`src/common/csr_pkg.sv`:
```
// shared constants, types and carriers of the core special registers
package csr_pkg;

	// ==========================================================
	// widths
	localparam int DATA_W  = 8;
	localparam int ADDR_W  = 10;
	localparam int SECT_W  = 2;
	localparam int PC_W    = 13;
	localparam int PWORD_W = 16;
	localparam int TBL_W   = 16;

	// ==========================================================
	// special register offsets within every sector
	localparam logic [7:0] OFS_INDIRECT_PORT_A   = 8'h00;
	localparam logic [7:0] OFS_POINTER_A         = 8'h01;
	localparam logic [7:0] OFS_INDIRECT_PORT_B   = 8'h02;
	localparam logic [7:0] OFS_POINTER_B_LOW     = 8'h03;
	localparam logic [7:0] OFS_POINTER_B_SECTOR  = 8'h04;
	localparam logic [7:0] OFS_ACCUMULATOR       = 8'h05;
	localparam logic [7:0] OFS_PC_LOW_BYTE       = 8'h06;
	localparam logic [7:0] OFS_TABLE_POINTER_LOW = 8'h07;
	localparam logic [7:0] OFS_TABLE_RESULT_HIGH = 8'h08;
	localparam logic [7:0] OFS_TABLE_POINTER_HI  = 8'h09;
	localparam logic [7:0] OFS_STATUS_FLAGS      = 8'h0a;
	localparam logic [7:0] OFS_INDIRECT_PORT_C   = 8'h0c;
	localparam logic [7:0] OFS_POINTER_C_LOW     = 8'h0d;
	localparam logic [7:0] OFS_POINTER_C_SECTOR  = 8'h0e;

	// ==========================================================
	// status_flags bit positions
	localparam int ST_CARRY_BIT       = 0;
	localparam int ST_NIBBLE_BIT      = 1;
	localparam int ST_ZERO_BIT        = 2;
	localparam int ST_OVERFLOW_BIT    = 3;
	localparam int ST_POWER_DOWN_BIT  = 4;
	localparam int ST_WDT_EXPIRED_BIT = 5;
	localparam int ST_CMP_ZERO_BIT    = 6;
	localparam int ST_SIGNED_CMP_BIT  = 7;
	// bits that software writes may change
	localparam logic [7:0] ST_SW_MASK = 8'hcf;

	// flag update mask positions in the alu carrier
	localparam int UPD_CARRY      = 0;
	localparam int UPD_NIBBLE     = 1;
	localparam int UPD_ZERO       = 2;
	localparam int UPD_OVERFLOW   = 3;
	localparam int UPD_SIGNED_CMP = 4;
	localparam int UPD_CMP_ZERO   = 5;

	// ==========================================================
	// reset values
	localparam logic [7:0] RST_BYTE   = 8'h00;
	localparam logic [7:0] RST_STATUS = 8'h00;

	// ==========================================================
	// enumerations
	typedef enum logic [1:0] {
		CSR_OP_ADD,
		CSR_OP_SUB,
		CSR_OP_LOGIC,
		CSR_OP_ROTC
	} csr_op_t;

	typedef enum logic [3:0] {
		TGT_EXTERNAL,
		TGT_IND_A,
		TGT_IND_B,
		TGT_IND_C,
		TGT_PTR_A,
		TGT_PTR_B_LOW,
		TGT_PTR_B_SECT,
		TGT_PTR_C_LOW,
		TGT_PTR_C_SECT,
		TGT_ACC,
		TGT_PC_LOW,
		TGT_TBL_LOW,
		TGT_TBL_HIGH,
		TGT_TBL_RESULT,
		TGT_STATUS
	} csr_target_t;

	// ==========================================================
	// carriers
	typedef struct packed {
		logic              valid;
		logic              write;
		logic              ext;
		logic [ADDR_W-1:0] addr;
		logic [DATA_W-1:0] wdata;
	} csr_req_t;

	typedef struct packed {
		logic              valid;
		csr_op_t           op;
		logic [DATA_W-1:0] a;
		logic [DATA_W-1:0] b;
		logic              cin;
		logic [DATA_W-1:0] logic_res;
		logic              rot_carry;
		logic              dest_acc;
		logic [5:0]        upd;
	} csr_alu_t;

endpackage

```
`src/rtl/csr_core_special_registers.sv`:
```
// special-function register file of the execution core
// What this block does
// [RULE1] indirect port accesses go to the location held in their pointer
// [RULE2] indirect port a reaches sector 0 only, whatever its pointer holds
// [RULE3] indirect ports b and c reach any sector chosen by their sector pointer
// [RULE4] low pointer byte gives the location inside the selected sector
// [RULE5] indirect access landing on an indirect port does nothing
// [RULE6] all five pointers are ordinary readable, writable storage
// [RULE7] extended accesses carry 10 bits: sector above, location in low byte
// [RULE8] accumulator takes alu results; moves between registers pass through it
// [RULE9] writing program counter low byte jumps inside the current page
// [RULE10] such a jump inserts one dummy cycle
// [RULE11] table read loads high byte into table result, low byte to destination
// [RULE12] software writes change arithmetic flags, never power-down or watchdog flags
// [RULE13] signed compare flag is overflow xor result msb
// [RULE14] carry flag: add carry out, subtract no borrow, rotate through carry
// [RULE15] nibble carry: carry out of low nibble, or no nibble borrow
// [RULE16] zero flag set when result is zero
// [RULE17] overflow flag: carry into top bit differs from carry out
// [RULE18] power-down flag: cleared by reset or watchdog clear, set by halt
// [RULE19] watchdog flag: cleared by reset, clear or halt; set by time-out
// [RULE20] status flags are never saved automatically on call or interrupt
// [RULE21] flag updates land together with the instruction result write
`timescale 1ns/1ns
module csr_core_special_registers
	import csr_pkg::*;
(
	// clock and reset
	input  wire logic              clock,
	input  wire logic              reset_n,
	input  wire logic              clk_en,
	// data memory request from the execution core
	input  wire csr_req_t          req,
	output logic                   rsp_valid,
	output logic      [DATA_W-1:0] rsp_rdata,
	// data memory array outside
	output logic                   mem_en,
	output logic                   mem_we,
	output logic      [ADDR_W-1:0] mem_addr,
	output logic      [DATA_W-1:0] mem_wdata,
	input  wire logic [DATA_W-1:0] mem_rdata,
	// alu results
	input  wire csr_alu_t          alu,
	output logic      [DATA_W-1:0] accumulator,
	output logic      [DATA_W-1:0] status_flags,
	// program counter
	input  wire logic [PC_W-1:0]   pc_now,
	output logic                   pc_load,
	output logic      [PC_W-1:0]   pc_load_addr,
	output logic                   dummy_cycle,
	// look-up table
	output logic      [TBL_W-1:0]  table_addr,
	input  wire logic              prog_valid,
	input  wire logic [PWORD_W-1:0] prog_word,
	output logic                   table_done,
	output logic      [DATA_W-1:0] table_low_byte,
	// system events
	input  wire logic              watchdog_clear_instruction,
	input  wire logic              halt_instruction,
	input  wire logic              watchdog_timeout
);

	// ==========================================================
	// state
	logic [DATA_W-1:0] pointer_a_q;
	logic [DATA_W-1:0] pointer_b_low_q;
	logic [DATA_W-1:0] pointer_b_sector_q;
	logic [DATA_W-1:0] pointer_c_low_q;
	logic [DATA_W-1:0] pointer_c_sector_q;
	logic [DATA_W-1:0] acc_q;
	logic [DATA_W-1:0] table_pointer_low_q;
	logic [DATA_W-1:0] table_pointer_high_q;
	logic [DATA_W-1:0] table_result_high_q;
	logic [DATA_W-1:0] status_q;
	logic [DATA_W-1:0] status_d;
	logic              rsp_valid_q;
	logic [DATA_W-1:0] rsp_rdata_q;
	logic [DATA_W-1:0] rsp_rdata_d;
	logic              pc_load_q;
	logic [PC_W-1:0]   pc_load_addr_q;
	logic              table_done_q;
	logic [DATA_W-1:0] table_low_q;

	// ==========================================================
	// address decode
	function automatic csr_target_t decode(input logic [7:0] ofs);
		csr_target_t t;
		t = TGT_EXTERNAL;
		if (ofs == OFS_INDIRECT_PORT_A) begin
			t = TGT_IND_A;
		end else if (ofs == OFS_POINTER_A) begin
			t = TGT_PTR_A;
		end else if (ofs == OFS_INDIRECT_PORT_B) begin
			t = TGT_IND_B;
		end else if (ofs == OFS_POINTER_B_LOW) begin
			t = TGT_PTR_B_LOW;
		end else if (ofs == OFS_POINTER_B_SECTOR) begin
			t = TGT_PTR_B_SECT;
		end else if (ofs == OFS_ACCUMULATOR) begin
			t = TGT_ACC;
		end else if (ofs == OFS_PC_LOW_BYTE) begin
			t = TGT_PC_LOW;
		end else if (ofs == OFS_TABLE_POINTER_LOW) begin
			t = TGT_TBL_LOW;
		end else if (ofs == OFS_TABLE_RESULT_HIGH) begin
			t = TGT_TBL_RESULT;
		end else if (ofs == OFS_TABLE_POINTER_HI) begin
			t = TGT_TBL_HIGH;
		end else if (ofs == OFS_STATUS_FLAGS) begin
			t = TGT_STATUS;
		end else if (ofs == OFS_INDIRECT_PORT_C) begin
			t = TGT_IND_C;
		end else if (ofs == OFS_POINTER_C_LOW) begin
			t = TGT_PTR_C_LOW;
		end else if (ofs == OFS_POINTER_C_SECTOR) begin
			t = TGT_PTR_C_SECT;
		end
		return t;
	endfunction

	function automatic logic is_indirect(input csr_target_t t);
		return (t == TGT_IND_A) || (t == TGT_IND_B) || (t == TGT_IND_C);
	endfunction

	logic [ADDR_W-1:0] direct_addr;
	logic [ADDR_W-1:0] eff_addr;
	csr_target_t       first_tgt;
	csr_target_t       tgt;
	logic              no_op;
	logic              acc_ok;
	logic              wr_en;

	// standard instructions reach sector 0; special area overlaps every sector
	assign direct_addr = req.ext ? req.addr : {{SECT_W{1'b0}}, req.addr[7:0]}; // see [RULE7]
	assign first_tgt   = decode(req.addr[7:0]);

	always_comb begin
		eff_addr = direct_addr;
		case (first_tgt)
			TGT_IND_A: eff_addr = {{SECT_W{1'b0}}, pointer_a_q};                    // see [RULE2]
			TGT_IND_B: eff_addr = {pointer_b_sector_q[SECT_W-1:0], pointer_b_low_q}; // see [RULE3] [RULE4]
			TGT_IND_C: eff_addr = {pointer_c_sector_q[SECT_W-1:0], pointer_c_low_q}; // see [RULE3] [RULE4]
			default:   eff_addr = direct_addr;
		endcase
	end

	// a pointer that lands on an indirect port gives neither read nor write
	assign tgt    = is_indirect(first_tgt) ? decode(eff_addr[7:0]) : first_tgt; // see [RULE1]
	assign no_op  = is_indirect(first_tgt) && is_indirect(tgt);                   // see [RULE5]
	assign acc_ok = clk_en && req.valid && !no_op;
	assign wr_en  = acc_ok && req.write;

	// ==========================================================
	// data memory forwarding
	assign mem_en    = acc_ok && (tgt == TGT_EXTERNAL);
	assign mem_we    = wr_en && (tgt == TGT_EXTERNAL);
	assign mem_addr  = eff_addr;
	assign mem_wdata = req.wdata;

	// ==========================================================
	// read path, answered one cycle after the request
	always_comb begin
		rsp_rdata_d = 8'h00;
		case (tgt)
			TGT_EXTERNAL:   rsp_rdata_d = mem_rdata;
			TGT_PTR_A:      rsp_rdata_d = pointer_a_q;
			TGT_PTR_B_LOW:  rsp_rdata_d = pointer_b_low_q;
			TGT_PTR_B_SECT: rsp_rdata_d = pointer_b_sector_q;
			TGT_PTR_C_LOW:  rsp_rdata_d = pointer_c_low_q;
			TGT_PTR_C_SECT: rsp_rdata_d = pointer_c_sector_q;
			TGT_ACC:        rsp_rdata_d = acc_q;
			TGT_PC_LOW:     rsp_rdata_d = pc_now[7:0];
			TGT_TBL_LOW:    rsp_rdata_d = table_pointer_low_q;
			TGT_TBL_HIGH:   rsp_rdata_d = table_pointer_high_q;
			TGT_TBL_RESULT: rsp_rdata_d = table_result_high_q;
			TGT_STATUS:     rsp_rdata_d = status_q;
			default:        rsp_rdata_d = 8'h00;
		endcase
		if (no_op) begin
			rsp_rdata_d = 8'h00; // see [RULE5]
		end
	end

	always_ff @(posedge clock) begin
		if (!reset_n) begin
			rsp_valid_q <= 1'b0;
			rsp_rdata_q <= RST_BYTE;
		end else if (clk_en) begin
			rsp_valid_q <= req.valid && !req.write;
			if (req.valid && !req.write) begin
				rsp_rdata_q <= rsp_rdata_d;
			end
		end
	end

	// ==========================================================
	// memory pointers
	always_ff @(posedge clock) begin
		if (!reset_n) begin
			pointer_a_q        <= RST_BYTE;
			pointer_b_low_q    <= RST_BYTE;
			pointer_b_sector_q <= RST_BYTE;
			pointer_c_low_q    <= RST_BYTE;
			pointer_c_sector_q <= RST_BYTE;
		end else if (wr_en) begin
			case (tgt) // see [RULE6]
				TGT_PTR_A:      pointer_a_q        <= req.wdata;
				TGT_PTR_B_LOW:  pointer_b_low_q    <= req.wdata;
				TGT_PTR_B_SECT: pointer_b_sector_q <= req.wdata;
				TGT_PTR_C_LOW:  pointer_c_low_q    <= req.wdata;
				TGT_PTR_C_SECT: pointer_c_sector_q <= req.wdata;
				default: ;
			endcase
		end
	end

	// ==========================================================
	// alu flag calculation
	logic [DATA_W-1:0] add_sum;
	logic              add_carry;
	logic              add_nibble;
	logic              add_overflow;
	logic              add_zero;
	logic              add_signed;
	logic [DATA_W-1:0] alu_result;

	csr_flag_calc u_flag_calc (
		.a            (alu.a),
		.b            (alu.b),
		.cin          (alu.cin),
		.sub          (alu.op == CSR_OP_SUB),
		.sum          (add_sum),
		.carry        (add_carry),
		.nibble_carry (add_nibble),
		.overflow     (add_overflow),
		.zero         (add_zero),
		.signed_cmp   (add_signed)
	);

	assign alu_result = ((alu.op == CSR_OP_ADD) || (alu.op == CSR_OP_SUB)) ? add_sum
		: alu.logic_res;

	// ==========================================================
	// accumulator; alu result wins over a data write in the same cycle
	always_ff @(posedge clock) begin
		if (!reset_n) begin
			acc_q <= RST_BYTE;
		end else if (clk_en && alu.valid && alu.dest_acc) begin
			acc_q <= alu_result; // see [RULE8]
		end else if (wr_en && (tgt == TGT_ACC)) begin
			acc_q <= req.wdata;
		end
	end

	// ==========================================================
	// program counter low byte: jump inside the current page
	always_ff @(posedge clock) begin
		if (!reset_n) begin
			pc_load_q      <= 1'b0;
			pc_load_addr_q <= '0;
		end else if (clk_en) begin
			pc_load_q <= wr_en && (tgt == TGT_PC_LOW); // see [RULE10]
			if (wr_en && (tgt == TGT_PC_LOW)) begin
				pc_load_addr_q <= {pc_now[PC_W-1:8], req.wdata}; // see [RULE9]
			end
		end
	end

	// ==========================================================
	// look-up table pointer and result registers
	always_ff @(posedge clock) begin
		if (!reset_n) begin
			table_pointer_low_q  <= RST_BYTE;
			table_pointer_high_q <= RST_BYTE;
		end else if (wr_en) begin
			if (tgt == TGT_TBL_LOW) begin
				table_pointer_low_q <= req.wdata;
			end
			if (tgt == TGT_TBL_HIGH) begin
				table_pointer_high_q <= req.wdata;
			end
		end
	end

	// the fetched word overrides a software write of the result register
	always_ff @(posedge clock) begin
		if (!reset_n) begin
			table_result_high_q <= RST_BYTE;
			table_low_q         <= RST_BYTE;
			table_done_q        <= 1'b0;
		end else if (clk_en) begin
			table_done_q <= prog_valid;
			if (prog_valid) begin
				table_result_high_q <= prog_word[15:8]; // see [RULE11]
				table_low_q         <= prog_word[7:0];  // see [RULE11]
			end else if (wr_en && (tgt == TGT_TBL_RESULT)) begin
				table_result_high_q <= req.wdata;
			end
		end
	end

	// ==========================================================
	// status flags
	always_comb begin
		status_d = status_q;
		if (wr_en && (tgt == TGT_STATUS)) begin
			status_d = (status_q & ~ST_SW_MASK) | (req.wdata & ST_SW_MASK); // see [RULE12]
		end
		if (alu.valid) begin // see [RULE21]
			case (alu.op)
				CSR_OP_ADD, CSR_OP_SUB: begin
					if (alu.upd[UPD_CARRY])      status_d[ST_CARRY_BIT]      = add_carry;
					if (alu.upd[UPD_NIBBLE])     status_d[ST_NIBBLE_BIT]     = add_nibble;
					if (alu.upd[UPD_ZERO])       status_d[ST_ZERO_BIT]       = add_zero;
					if (alu.upd[UPD_OVERFLOW])   status_d[ST_OVERFLOW_BIT]   = add_overflow;
					if (alu.upd[UPD_SIGNED_CMP]) status_d[ST_SIGNED_CMP_BIT] = add_signed;
					if (alu.upd[UPD_CMP_ZERO])   status_d[ST_CMP_ZERO_BIT]   = add_zero;
				end
				default: begin
					if (alu.upd[UPD_ZERO]) begin
						status_d[ST_ZERO_BIT] = (alu_result == 8'h00); // see [RULE16]
					end
					if (alu.upd[UPD_CMP_ZERO]) begin
						status_d[ST_CMP_ZERO_BIT] = (alu_result == 8'h00);
					end
					if (alu.upd[UPD_SIGNED_CMP]) begin
						status_d[ST_SIGNED_CMP_BIT] = status_q[ST_OVERFLOW_BIT]
							^ alu_result[7]; // see [RULE13]
					end
					if ((alu.op == CSR_OP_ROTC) && alu.upd[UPD_CARRY]) begin
						status_d[ST_CARRY_BIT] = alu.rot_carry; // see [RULE14]
					end
				end
			endcase
		end
		// system flags: a set in the same cycle as a clear wins
		if (watchdog_clear_instruction) begin
			status_d[ST_POWER_DOWN_BIT]  = 1'b0; // see [RULE18]
			status_d[ST_WDT_EXPIRED_BIT] = 1'b0; // see [RULE19]
		end
		if (halt_instruction) begin
			status_d[ST_WDT_EXPIRED_BIT] = 1'b0; // see [RULE19]
			status_d[ST_POWER_DOWN_BIT]  = 1'b1; // see [RULE18]
		end
		if (watchdog_timeout) begin
			status_d[ST_WDT_EXPIRED_BIT] = 1'b1; // see [RULE19]
		end
	end

	// no call or interrupt input exists: saving flags is left to software
	always_ff @(posedge clock) begin
		if (!reset_n) begin
			status_q <= RST_STATUS; // see [RULE18] [RULE19]
		end else if (clk_en) begin
			status_q <= status_d; // see [RULE20]
		end
	end

	// ==========================================================
	// outputs
	assign rsp_valid      = rsp_valid_q;
	assign rsp_rdata      = rsp_rdata_q;
	assign accumulator    = acc_q;
	assign status_flags   = status_q;
	assign pc_load        = pc_load_q;
	assign pc_load_addr   = pc_load_addr_q;
	assign dummy_cycle    = pc_load_q;
	assign table_addr     = {table_pointer_high_q, table_pointer_low_q};
	assign table_done     = table_done_q;
	assign table_low_byte = table_low_q;

endmodule

```
`src/rtl/csr_flag_calc.sv`:
```
// adder with carry, nibble carry, overflow, zero and signed-compare outputs
`timescale 1ns/1ns
module csr_flag_calc
	import csr_pkg::*;
(
	// operands
	input  wire logic [DATA_W-1:0] a,
	input  wire logic [DATA_W-1:0] b,
	input  wire logic              cin,
	input  wire logic              sub,
	// results
	output logic      [DATA_W-1:0] sum,
	output logic                   carry,
	output logic                   nibble_carry,
	output logic                   overflow,
	output logic                   zero,
	output logic                   signed_cmp
);

	logic [DATA_W-1:0] b_eff;
	logic [4:0]        low_sum;
	logic [7:0]        low7_sum;
	logic [8:0]        full_sum;

	// subtraction adds the complement, so carry out means no borrow
	assign b_eff    = sub ? ~b : b;
	assign low_sum  = {1'b0, a[3:0]} + {1'b0, b_eff[3:0]} + {4'h0, cin};
	assign low7_sum = {1'b0, a[6:0]} + {1'b0, b_eff[6:0]} + {7'h00, cin};
	assign full_sum = {1'b0, a} + {1'b0, b_eff} + {8'h00, cin};

	assign sum          = full_sum[7:0];
	assign carry        = full_sum[8];              // see [RULE14]
	assign nibble_carry = low_sum[4];               // see [RULE15]
	assign overflow     = low7_sum[7] ^ full_sum[8]; // see [RULE17]
	assign zero         = (full_sum[7:0] == 8'h00); // see [RULE16]
	assign signed_cmp   = overflow ^ full_sum[7];   // see [RULE13]

endmodule

```
`config.mk`:
```
export PLATFORM = sky130hd
export DESIGN_NAME = csr_core_special_registers
export DESIGN_NICKNAME = d
export VERILOG_FILES = /design/src/common/csr_pkg.sv /design/src/rtl/csr_core_special_registers.sv /design/src/rtl/csr_flag_calc.sv
export SDC_FILE = /design/constraint.sdc
export NUM_CORES = 1
export LEC_CHECK = 0
export ABC_AREA = 0
export BUFFER_PORTS_ARGS = -buffer_cell sky130_fd_sc_hd__buf_2
export CAP_MARGIN = 20
export CORE_MARGIN = 2
export CORE_UTILIZATION = 40
export DETAILED_ROUTE_END_ITERATION = 16
export MAX_ROUTING_LAYER = met4
export PLACE_DENSITY = 0.6
export SETUP_SLACK_MARGIN = 0.02
export SYNTH_ARGS = -nofsm -noshare
export SYNTH_HDL_FRONTEND = slang
export SYNTH_SLANG_ARGS = --single-unit
export TNS_END_PERCENT = 10
```
`constraint.sdc`:
```
create_clock -name clock -period 4.75 [get_ports clock]
set_input_delay 0.2375 -clock clock [delete_from_list [all_inputs] [get_ports clock]]
set_output_delay 0.2375 -clock clock [all_outputs]
set_load 0.1 [all_outputs]
```
==> impl_metrics.sql, run 1 <==
INSERT INTO impl_metrics (metric_group, metric, value, unit) VALUES
('critical_path', 'largest_driver_fanout_on_the_critical_path', '13', ''),
('clocking', 'cts.sinks', '112', ''),
('synthesis', 'ys_seq_elements', '112', ''),
('synthesis', 'async_flop_share', '0', ''),
('routing', 'drt_first_iter_violations', '673', ''),
('grt', 'maximum_number_of_pins_on_one_net_before_global_route_repair', '76', ''),
('layout', 'stdcell_area', '8120', 'sq um'),
('worst_hold_path', 'worstHoldEndpoint', 'table_low_byte[7]', ''),
('power_and_ir_drop', 'ir_drop', '0.152', 'mV'),
('place', 'detailedPlace.worstSlack', '380', 'ps'),
('power_and_ir_drop', 'fin_total_pwr', '2.27', 'mW'),
('worst_hold_path', 'worstHoldPathCells', '3', ''),
('sta', 'final_count_of_pins_violating_max_slew', '0', ''),
('layout', 'multiInputGateArea', '4100', 'sq um'),
('synthesis', 'synth_cell_type_count', '77', ''),
('routing', 'totalWireLength', '25.0', 'mm'),
('layout', 'drive_gt1_frac', '0.280', ''),
('layout', 'syn2layout_area_growth', '21.4', '%'),
('synthesis', 'netlist.top_cell.by_area', 'dfxtp_1', ''),
('clocking', 'clock-root-buffer', 'clkbuf_16', ''),
('synthesis', 'synth_area_leaders', 'dfxtp_1, mux2i_1, nand2_1', ''),
('clocking', 'cts_bufs_inserted', '9', ''),
('routing', 'route.vias.total', '6700', ''),
('outcome', 'status', 'finished clean', ''),
('sta', 'report.final.setup_viol', '0', ''),
('power_and_ir_drop', 'pwr_density_cell', '279', 'nW/um^2'),
('routing', 'drt-pass1-iter-count', '5', ''),
('floorplanning', 'core-area', '16500', 'sq um'),
('sta', 'worst_clock_skew', '9.96', 'ps'),
('place', 'dp_cells', '1148', ''),
('clocking', 'cts_setup_buffers', '0', ''),
('worst_hold_path', 'hold_path_startpoint', 'prog_word[7]', ''),
('place', 'place_area', '7840', 'sq um'),
('layout', 'finalNetCount', '1049', ''),
('synthesis', 'synthFlopType', 'dfxtp_1', ''),
('place', 'gp_routability_congestion', '0.937', ''),
('critical_path', 'path_class', 'in2out', ''),
('critical_path', 'cp_slowest_stage_delay', '730', 'ps'),
('synthesis', 'ys.warnings.count', '0', ''),
('synthesis', 'yosysMostFrequentCell', 'dfxtp_1', ''),
('synthesis', 'synth_top_cell_area_share', '0.335', ''),
('place', 'port_buffers', '185', ''),
('critical_path', 'reg2reg_setup_slack', '950', 'ps'),
('floorplanning', 'initial_core_utilization', '0.406', ''),
('critical_path', 'cpMaxStageDelayCell', 'nor3_1', ''),
('critical_path', 'r2r_end', 'pc_load_addr[11]', ''),
('grt', 'first_global_vias', '6267', ''),
('synthesis', 'mean_syn_cell_area', '8.64', 'sq um'),
('synthesis', 'mappedNetlistArea', '6690', 'sq um'),
('critical_path', 'critPathTopFamily', 'simple AND/OR/NAND/NOR gates', ''),
('power_and_ir_drop', 'leakage', '3.47', 'nW'),
('sta', 'finalWorstPathRequiredPeriod', '4350', 'ps'),
('critical_path', 'worst-r2r-cell-count', '9', ''),
('critical_path', 'crit_required', '4510', 'ps'),
('sta', 'worst_slew_margin_rel', '0.313', ''),
('layout', 'antennaDiodeCount', '0', ''),
('critical_path', 'endpoint_kind', 'output pin', ''),
('floorplanning', 'row_count', '47', ''),
('sta', 'grt_setup_unrepaired', 'no', ''),
('sta', 'hold_ws', '101', 'ps'),
('run', 'max_cap_viol_count', '0', ''),
('grt', 'grt_util_all_layers', '0.285', ''),
('clocking', 'clock_tree.buffer_depth', '2', ''),
('sta', 'timing.fmax', '230', 'MHz'),
('routing', 'drc_errors', '0', ''),
('synthesis', 'ys_seq_area_frac', '0.335', ''),
('routing', 'avgViaCountPerCell', '5.76', ''),
('clocking', 'cts_repair_resize_count', '0', ''),
('floorplanning', 'num_io_pins', '186', ''),
('clocking', 'worst_skew_pair.late_latency', '360', 'ps'),
('grt', 'grt_first_pass_wirelength', '37.5', 'mm');
[layout make-up]
class	instances	area share
clock buffer	9	0.0277
clock inverter	7	0.00662
inverter	11	0.00508
multi-input combinational	588	0.505
sequential	112	0.276
tap	220	0.0339
timing repair buffer	217	0.145
[placed cells by master (no fill, tap or decap), types with 8 or more instances in the layout]
cell type,count
o21ai_0,20
nand2_1,87
buf_2,184
dfxtp_1,112
mux2i_1,98
clkbuf_16,9
buf_4,32
a21oi_1,37
a22oi_1,16
nand3_1,14
xnor2_1,14
nor3_1,17
o22ai_1,13
a211oi_1,18
nor2_1,78
nand2b_1,8
inv_1,9
[layer usage]
layer	GRT usage	routed length (um)	share of wire
met4	0.0916	628	0.025
met2	0.455	11700	0.47
met3	0.0354	1440	0.058
met5	-	0	0
met1	0.379	11200	0.45
[worst min-delay path: stages]
cell,delay (ps)
buf_2,90
nand2_1,40
a21oi_1,50
[flip-flops by register name (all words and copies together) (netlist names)]
register              cells
pointer_c_sector_q        8
pointer_b_low_q           8
accumulator               8
dummy_cycle               1
rsp_rdata                 8
table_done                1
pc_load_addr             13
pointer_b_sector_q        8
rsp_valid                 1
status_flags              8
table_result_high_q       8
table_pointer_low_q       8
pointer_c_low_q           8
table_pointer_high_q      8
pointer_a_q               8
table_low_byte            8
[where the power goes]
group / switching, mW / total [mW] / internal, mW
registers: 0.0167 / 0.973 / 0.956
clock network: 0.370 / 0.732 / 0.362
logic: 0.406 / 0.564 / 0.157
[logic make-up (layout without fill, tap and decap cells)]
family                   Yosys count  count (layout)  synth area share
adder cells (fa/ha/maj)            9               9            0.0191
multiplexers                     105             105             0.158
AND/OR/NAND/NOR                  257             257             0.191
AO/OA/AOI/OAI                    199             199             0.221
XOR/XNOR                          18              18            0.0236
buffers and inverters             75             244            0.0525
flip-flops                       112             112             0.335
[worst max path at each step]
| stage | startpoint | end | depth (start not counted) |
|---|---|---|---|
| after floorplan | req[12] | mem_we | 13 |
| after global placement | req[12] | pc_load_addr[12] | 12 |
| after detailed placement | req[12] | pc_load_addr[12] | 12 |
| after CTS | req[12] | mem_en | 11 |
| after global routing | req[12] | mem_en | 11 |
| final | req[12] | mem_en | 11 |
(Power assumes the default switching activity.)
==> run 2, diff against run 1 <==
Settings changed: ABC_AREA 0 to 1, PLACE_DENSITY 0.6 to 0.61, REMOVE_ABC_BUFFERS from default to 1.
==> run 2 against run 1 <==
- die area down 7.3%
- hold slack improved by 17 ps
- sequential cell count unchanged
- final cell count rose by 7.4%
- sequential power barely moved
- sequential share of layout area up 2.7 points
- area after synthesis fell by 7.6%
- power fell by 3.1%
- via count is 0.84% lower
- global-route usage decreased by 2.5 points
- critical path type is now reg2out
- largest power group unchanged
==> impl_metrics.sql, run 2 <==
INSERT INTO impl_metrics (metric_group, metric, value, unit) VALUES
('outcome', 'status', 'finished clean', ''),
('routing', 'totalWireLength', '21.1', 'mm'),
('layout', 'stdcell_area', '7400', 'sq um'),
('clocking', 'cts_tree', 'done', ''),
('grt', 'overflow', '0', ''),
('routing', 'drt-pass1-iter-count', '5', ''),
('layout', 'layout.cells.most_common_list', 'buf_2, nand2_1, nor2_1', ''),
('critical_path', 'endpoint_kind', 'output pin', ''),
('sta', 'tightest_slew', '981', 'ps'),
('worst_hold_path', 'hold_path_startpoint', 'prog_word[0]', ''),
('grt', 'first_global_vias', '5944', ''),
('sta', 'worst_slew_margin_rel', '0.346', ''),
('layout', 'largest_register_ffs', '13', ''),
('floorplanning', 'die_w', '128', 'um'),
('critical_path', 'crit_required', '4510', 'ps'),
('place', 'port_buffers', '185', ''),
('place', 'place_area', '7110', 'sq um'),
('routing', 'route.vias.total', '6644', ''),
('place', 'gp_routability_congestion', '0.877', ''),
('worst_hold_path', 'worstHoldEndpoint', 'table_low_byte[0]', ''),
('critical_path', 'worst-r2r-cell-count', '16', ''),
('synthesis', 'synth_edf_count', '0', ''),
('power_and_ir_drop', 'pwr_density_cell', '297', 'nW/um^2'),
('clocking', 'cts.sinks', '112', ''),
('sta', 'finalWorstPathRequiredPeriod', '3820', 'ps'),
('floorplanning', 'die_h', '128', 'um'),
('sta', 'worst_slack', '928', 'ps'),
('routing', 'avgViaCountPerCell', '5.32', ''),
('grt', 'grt_first_pass_wirelength', '32.1', 'mm'),
('place', 'detailedPlace.worstSlack', '942', 'ps'),
('clocking', 'cts_bufs_inserted', '9', ''),
('power_and_ir_drop', 'leakage', '3.41', 'nW'),
('grt', 'grt_util_all_layers', '0.260', ''),
('power_and_ir_drop', 'ir_drop', '0.184', 'mV'),
('synthesis', 'synth_area_leaders', 'dfxtp_1, nand2_1, nor2_1', ''),
('clocking', 'worst_skew_pair.late_latency', '360', 'ps'),
('routing', 'drc_errors', '0', ''),
('clocking', 'reg_clk_slew_reported_paths', '80', 'ps'),
('synthesis', 'ys_seq_elements', '112', ''),
('sta', 'hold_ws', '118', 'ps'),
('clocking', 'clock_tree.htree_level_count', '3', ''),
('grt', 'maximum_number_of_pins_on_one_net_before_global_route_repair', '59', ''),
('synthesis', 'synth_cell_type_count', '44', ''),
('place', 'dp.final_hpwl', '15.7', 'mm'),
('clocking', 'clock_tree.buffer_depth', '2', ''),
('synthesis', 'ys.warnings.count', '0', ''),
('critical_path', 'timing.rr.start', 'pointer_c_low_q[5]', ''),
('synthesis', 'mean_syn_cell_area', '6.85', 'sq um'),
('sta', 'worst_clock_skew', '9.14', 'ps'),
('floorplanning', 'initial_core_utilization', '0.409', ''),
('clocking', 'clock-root-buffer', 'clkbuf_16', ''),
('sta', 'grt_setup_unrepaired', 'no', ''),
('critical_path', 'largest_driver_fanout_on_the_critical_path', '17', ''),
('sta', 'timing.setup.tns', '0', 'ps'),
('grt', 'antenna_violations_before_repair', '1', ''),
('synthesis', 'yosysMostFrequentCell', 'nand2_1', ''),
('synthesis', 'synthFlopType', 'dfxtp_1', ''),
('layout', 'syn2layout_area_growth', '19.5', '%'),
('floorplanning', 'row_count', '45', ''),
('clocking', 'cts_hold_repair.buffers', '0', ''),
('floorplanning', 'core-area', '15100', 'sq um'),
('layout', 'number_of_fillers_in_the_final_layout', '1569', ''),
('synthesis', 'synthesis.instances', '903', ''),
('floorplanning', 'num_io_pins', '186', ''),
('critical_path', 'r2r_end', 'table_pointer_low_q[2]', ''),
('sta', 'final.period_utilization', '0.805', ''),
('sta', 'report.final.setup_viol', '0', ''),
('synthesis', 'ys_seq_area_frac', '0.362', ''),
('critical_path', 'worst-endpoint-arrival', '3580', 'ps'),
('synthesis', 'netlist.top_cell.by_area', 'dfxtp_1', ''),
('synthesis', 'async_flop_share', '0', ''),
('synthesis', 'synth_top_cell_area_share', '0.362', ''),
('sta', 'hold_viol', '0', ''),
('worst_hold_path', 'holdCritPathClass', 'in2reg', ''),
('run', 'max_cap_viol_count', '0', ''),
('synthesis', 'commonest_cells_in_the_netlist', 'nand2_1, nor2_1, dfxtp_1', ''),
('synthesis', 'mappedNetlistArea', '6190', 'sq um'),
('routing', 'postRouteAntennaNets', '0', ''),
('layout', 'mostFrequentLayoutCell', 'buf_2', ''),
('critical_path', 'reg2reg_setup_slack', '1240', 'ps'),
('layout', 'drive_gt1_frac', '0.225', ''),
('clocking', 'cts_repair_resize_count', '0', ''),
('sta', 'final_count_of_pins_violating_max_slew', '0', ''),
('routing', 'routed_wire_length_per_instance', '16.9', 'um'),
('critical_path', 'path_class', 'reg2out', ''),
('clocking', 'cts_setup_buffers', '0', ''),
('floorplanning', 'die-area', '16500', 'sq um'),
('routing', 'drt_first_iter_violations', '625', ''),
('sta', 'timing.fmax', '262', 'MHz'),
('worst_hold_path', 'worstHoldPathCells', '3', ''),
('critical_path', 'setup.worst_path.start_class', 'flip-flop', ''),
('layout', 'finalNetCount', '1166', '');
[run 2: area by class of cell]
class	count	area (sq um)	share of cell area
clock buffer	11	243	0.0328
clock inverter	5	37.5	0.00508
multi-input combinational	656	3360	0.454
sequential	112	2240	0.303
antenna	1	2.50	0.000338
timing repair buffer	186	933	0.126
tap	188	235	0.0318
inverter	91	344	0.0465
[run 2: where the power goes]
group | total, mW | switching [mW] | leakage, nW | internal (mW)
combinational | 0.486 | 0.367 | 2.37 | 0.119
clock | 0.741 | 0.367 | 0.133 | 0.374
sequential | 0.972 | 0.0143 | 0.908 | 0.957
total | 2.20 | 0.749 | 3.41 | 1.45
[run 2: how the worst max path moves through the flow]
| stage | start | end | slack, ps | depth (start not counted) |
|---|---|---|---|---|
| floorplan | req[14] | mem_we | 390 | 14 |
| global placement | alu[34] | status_flags[2] | 940 | 20 |
| detailed placement | alu[34] | status_flags[6] | 940 | 20 |
| CTS | pointer_c_low_q[5] | mem_we | 1010 | 14 |
| global route | pointer_c_low_q[5] | mem_we | 660 | 14 |
| finish | pointer_c_low_q[5] | mem_we | 930 | 14 |
[run 2: cells by family after synthesis]
| logic type | after synthesis | synth area share |
|---|---|---|
| xor+xnor | 16 | 0.0227 |
| compound gates | 244 | 0.219 |
| fa+ha+maj | 9 | 0.0206 |
| mux | 5 | 0.00829 |
| simple gates | 382 | 0.273 |
| buf+inv | 135 | 0.0948 |
| flops | 112 | 0.362 |
[run 2: routing by layer]
layer  vias to the layer above  wire length, um  track usage  part of all wire
li1                       3328                -            -                 -
met1                      3043            10000        0.366              0.48
met2                       249             9340        0.388              0.44
met3                        24             1410       0.0424             0.067
met4                         0              319       0.0685             0.015
met5                         -                0            -                 0
[run 2: worst max-delay path, stage by stage (launching register included)]
cell and delay (ps):
dfxtp_1 340, nand3_1 100, nand3_1 80, nor2_1 120
nand2_1 100, nor2_4 380, nand2_1 130, nor2_1 680
nor2_1 80, nand3_1 150, nor2_1 60, a21oi_1 260
nand2_1 150, nor2_1 130, buf_2 430
[run 2: stage by stage]
stage               power [mW]  utilization  std cells
floorplan                 1.31            -        859
global placement          1.48        0.470       1233
detailed placement        1.48        0.470       1233
CTS                       2.21        0.488       1249
global route              2.29        0.488       1250
finish                    2.20        0.488       1250
==> run 3, diff against run 2 <==
Settings changed: PLACE_DENSITY 0.61 to 0.63.
Clock period 4.75 ns to 3.4 ns, I/O delays scaled along.
==> run 3 against run 2 <==
- non-clock buffer count increased by 11
- sequential cell count unchanged
- die area unchanged
- power up 45%
- sequential power rose by 40%
- global-route usage down 0.33 points
- clock skew shrank 1.1 ps
- clock-buffer cell count fell by 1
- worst setup slack got worse by 560 ps
- final cell count increased by 0.80%
- hold slack worse by 56 ps
- via count decreased by 0.15%
- largest power group unchanged
==> impl_metrics.sql, run 3 (synthesized netlist as in run 2, its figures left out) <==
INSERT INTO impl_metrics (metric_group, metric, value, unit) VALUES
('routing', 'routed_wire_length_per_instance', '16.6', 'um'),
('floorplanning', 'die-area', '16500', 'sq um'),
('grt', 'maximum_number_of_pins_on_one_net_before_global_route_repair', '58', ''),
('critical_path', 'cp_slowest_stage_delay', '260', 'ps'),
('sta', 'grt_setup_unrepaired', 'no', ''),
('sta', 'finalWorstPathRequiredPeriod', '3030', 'ps'),
('layout', 'number_of_fillers_in_the_final_layout', '1595', ''),
('clocking', 'worst_skew_pair.late_latency', '360', 'ps'),
('routing', 'drc_errors', '0', ''),
('grt', 'overflow', '0', ''),
('layout', 'drive_gt1_frac', '0.232', ''),
('critical_path', 'crit_chain', 'buf_2 -> nor2_1 -> nand2_2 -> inv_4 -> nand2_2 -> nand2_1 -> inv_2 -> nand2_1 -> nand2_2 -> nand2_2 -> nor2_1 -> nand2_2 -> nand3_1 -> nor3_1 -> nand3_2 -> a21oi_1 -> nand2_1 -> nor2_1 -> buf_12', ''),
('floorplanning', 'row_count', '45', ''),
('clocking', 'clock_tree.buffer_depth', '2', ''),
('place', 'gp_routability_congestion', '0.913', ''),
('layout', 'mostFrequentLayoutCell', 'buf_2', ''),
('power_and_ir_drop', 'leakage', '3.50', 'nW'),
('sta', 'worst_slack', '368', 'ps'),
('clocking', 'cts_tree', 'done', ''),
('clocking', 'clock_tree.htree_level_count', '3', ''),
('clocking', 'reg_clk_slew_reported_paths', '70', 'ps'),
('routing', 'postRouteAntennaNets', '0', ''),
('critical_path', 'largest_driver_fanout_on_the_critical_path', '18', ''),
('grt', 'antenna_violations_before_repair', '1', ''),
('grt', 'grt_util_all_layers', '0.257', ''),
('clocking', 'cts_bufs_inserted', '9', ''),
('sta', 'report.final.setup_viol', '0', ''),
('routing', 'totalWireLength', '20.9', 'mm'),
('sta', 'final_count_of_pins_violating_max_slew', '0', ''),
('outcome', 'status', 'finished clean', ''),
('grt', 'first_global_vias', '5855', ''),
('sta', 'hold_viol', '0', ''),
('critical_path', 'endpoint_kind', 'output pin', ''),
('routing', 'avgViaCountPerCell', '5.27', ''),
('sta', 'timing.fmax', '330', 'MHz'),
('sta', 'tightest_slew', '972', 'ps'),
('layout', 'finalNetCount', '1177', ''),
('floorplanning', 'num_io_pins', '186', ''),
('routing', 'drt-pass1-iter-count', '5', ''),
('power_and_ir_drop', 'ir_drop', '0.247', 'mV'),
('sta', 'final.period_utilization', '0.892', ''),
('critical_path', 'crit_required', '3230', 'ps'),
('floorplanning', 'die_w', '128', 'um'),
('place', 'detailedPlace.worstSlack', '32.8', 'ps'),
('place', 'port_buffers', '185', ''),
('run', 'max_cap_viol_count', '0', ''),
('floorplanning', 'core-area', '15100', 'sq um'),
('critical_path', 'path_class', 'in2out', ''),
('layout', 'multiInputGateArea', '3360', 'sq um'),
('routing', 'drt_first_iter_violations', '705', ''),
('worst_hold_path', 'holdCritPathClass', 'in2reg', ''),
('clocking', 'clock-root-buffer', 'clkbuf_16', ''),
('layout', 'syn2layout_area_growth', '22.0', '%'),
('layout', 'layout.cells.most_common_list', 'buf_2, nand2_1, nor2_1', ''),
('routing', 'route.vias.total', '6634', ''),
('critical_path', 'setup.worst_path.start_class', 'primary input', ''),
('critical_path', 'worst-endpoint-arrival', '2860', 'ps'),
('critical_path', 'crit_path_frequent_cell', 'nand2_2', ''),
('layout', 'largest_register_ffs', '13', ''),
('layout', 'final_core_util', '0.499', ''),
('layout', 'layout.area.seq', '2240', 'sq um'),
('floorplanning', 'die_h', '128', 'um'),
('grt', 'grt_first_pass_wirelength', '31.5', 'mm'),
('floorplanning', 'initial_core_utilization', '0.409', ''),
('clocking', 'cts.sinks', '112', ''),
('power_and_ir_drop', 'pwr_density_cell', '422', 'nW/um^2'),
('critical_path', 'cpMaxStageDelayCell', 'a21oi_1', ''),
('sta', 'worst_clock_skew', '8.04', 'ps'),
('place', 'dp.final_hpwl', '15.7', 'mm'),
('sta', 'worst_slew_margin_rel', '0.352', '');
[run 3: repair_timing]
item                                    4_1_cts  5_1_grt
gates resized for setup                       0        0
endpoints found under the setup margin        0        3
hold endpoints to repair                      0        0
hold buffers                                  0        0
setup buffers                                 0        3
[run 3: through the flow]
| stage | area (sq um) | power, mW | instances | hold WS [ps] | setup TNS, ps |
|---|---|---|---|---|---|
| 4_1_cts | 7510 | 3.19 | 1256 | 57.9 | 0 |
| 2_1_floorplan | 5940 | 1.82 | 859 | 306 | -994 |
| 3_3_place_gp | 7200 | 2.07 | 1241 | 424 | 0 |
| 3_5_place_dp | 7200 | 2.07 | 1241 | 429 | 0 |
| 5_1_grt | 7550 | 3.31 | 1260 | 76.3 | 0 |
| 6_report | 7550 | 3.19 | 1260 | 61.9 | 0 |
[run 3: layout make-up]
type / count / share of cell area
Inverter: 91 / 0.0456
Antenna cell: 1 / 0.000331
Clock inverter: 5 / 0.0108
Tap cell: 188 / 0.0312
Clock buffer: 10 / 0.0303
Sequential cell: 112 / 0.297
Multi-Input combinational cell: 656 / 0.445
Timing Repair Buffer: 197 / 0.140
[run 3: power by group]
| group | internal (mW) | leakage, nW | switching, mW |
|---|---|---|---|
| logic | 0.176 | 2.44 | 0.512 |
| registers | 1.34 | 0.908 | 0.0189 |
| clock network | 0.644 | 0.149 | 0.496 |
| total | 2.16 | 3.50 | 1.03 |
[run 3: final timing paths]
path,start,endpoint,slack [ps],depth (start not counted)
worst max-delay path,req[14],mem_we,370,19
worst min-delay path,prog_word[0],table_low_byte[0],60,3
worst max register to register,pointer_b_low_q[7],pointer_c_sector_q[3],470,16
worst min register to register,pointer_c_sector_q[5],pointer_c_sector_q[5],460,2
[run 3: worst max-delay path: cells and delay by family]
kind	cells	cell delay, ps
compound gates	1	260
simple gates	14	1870
buf+inv	4	540
[run 3: routing by layer]
metal / vias to the layer above / part of all wire / wire (um) / track usage
met2: 272 / 0.44 / 9220 / 0.379
met4: 0 / 0.016 / 327 / 0.0659
met5: - / 0 / 0 / -
met3: 20 / 0.084 / 1750 / 0.0437
met1: 2982 / 0.46 / 9610 / 0.365
li1: 3360 / - / - / -
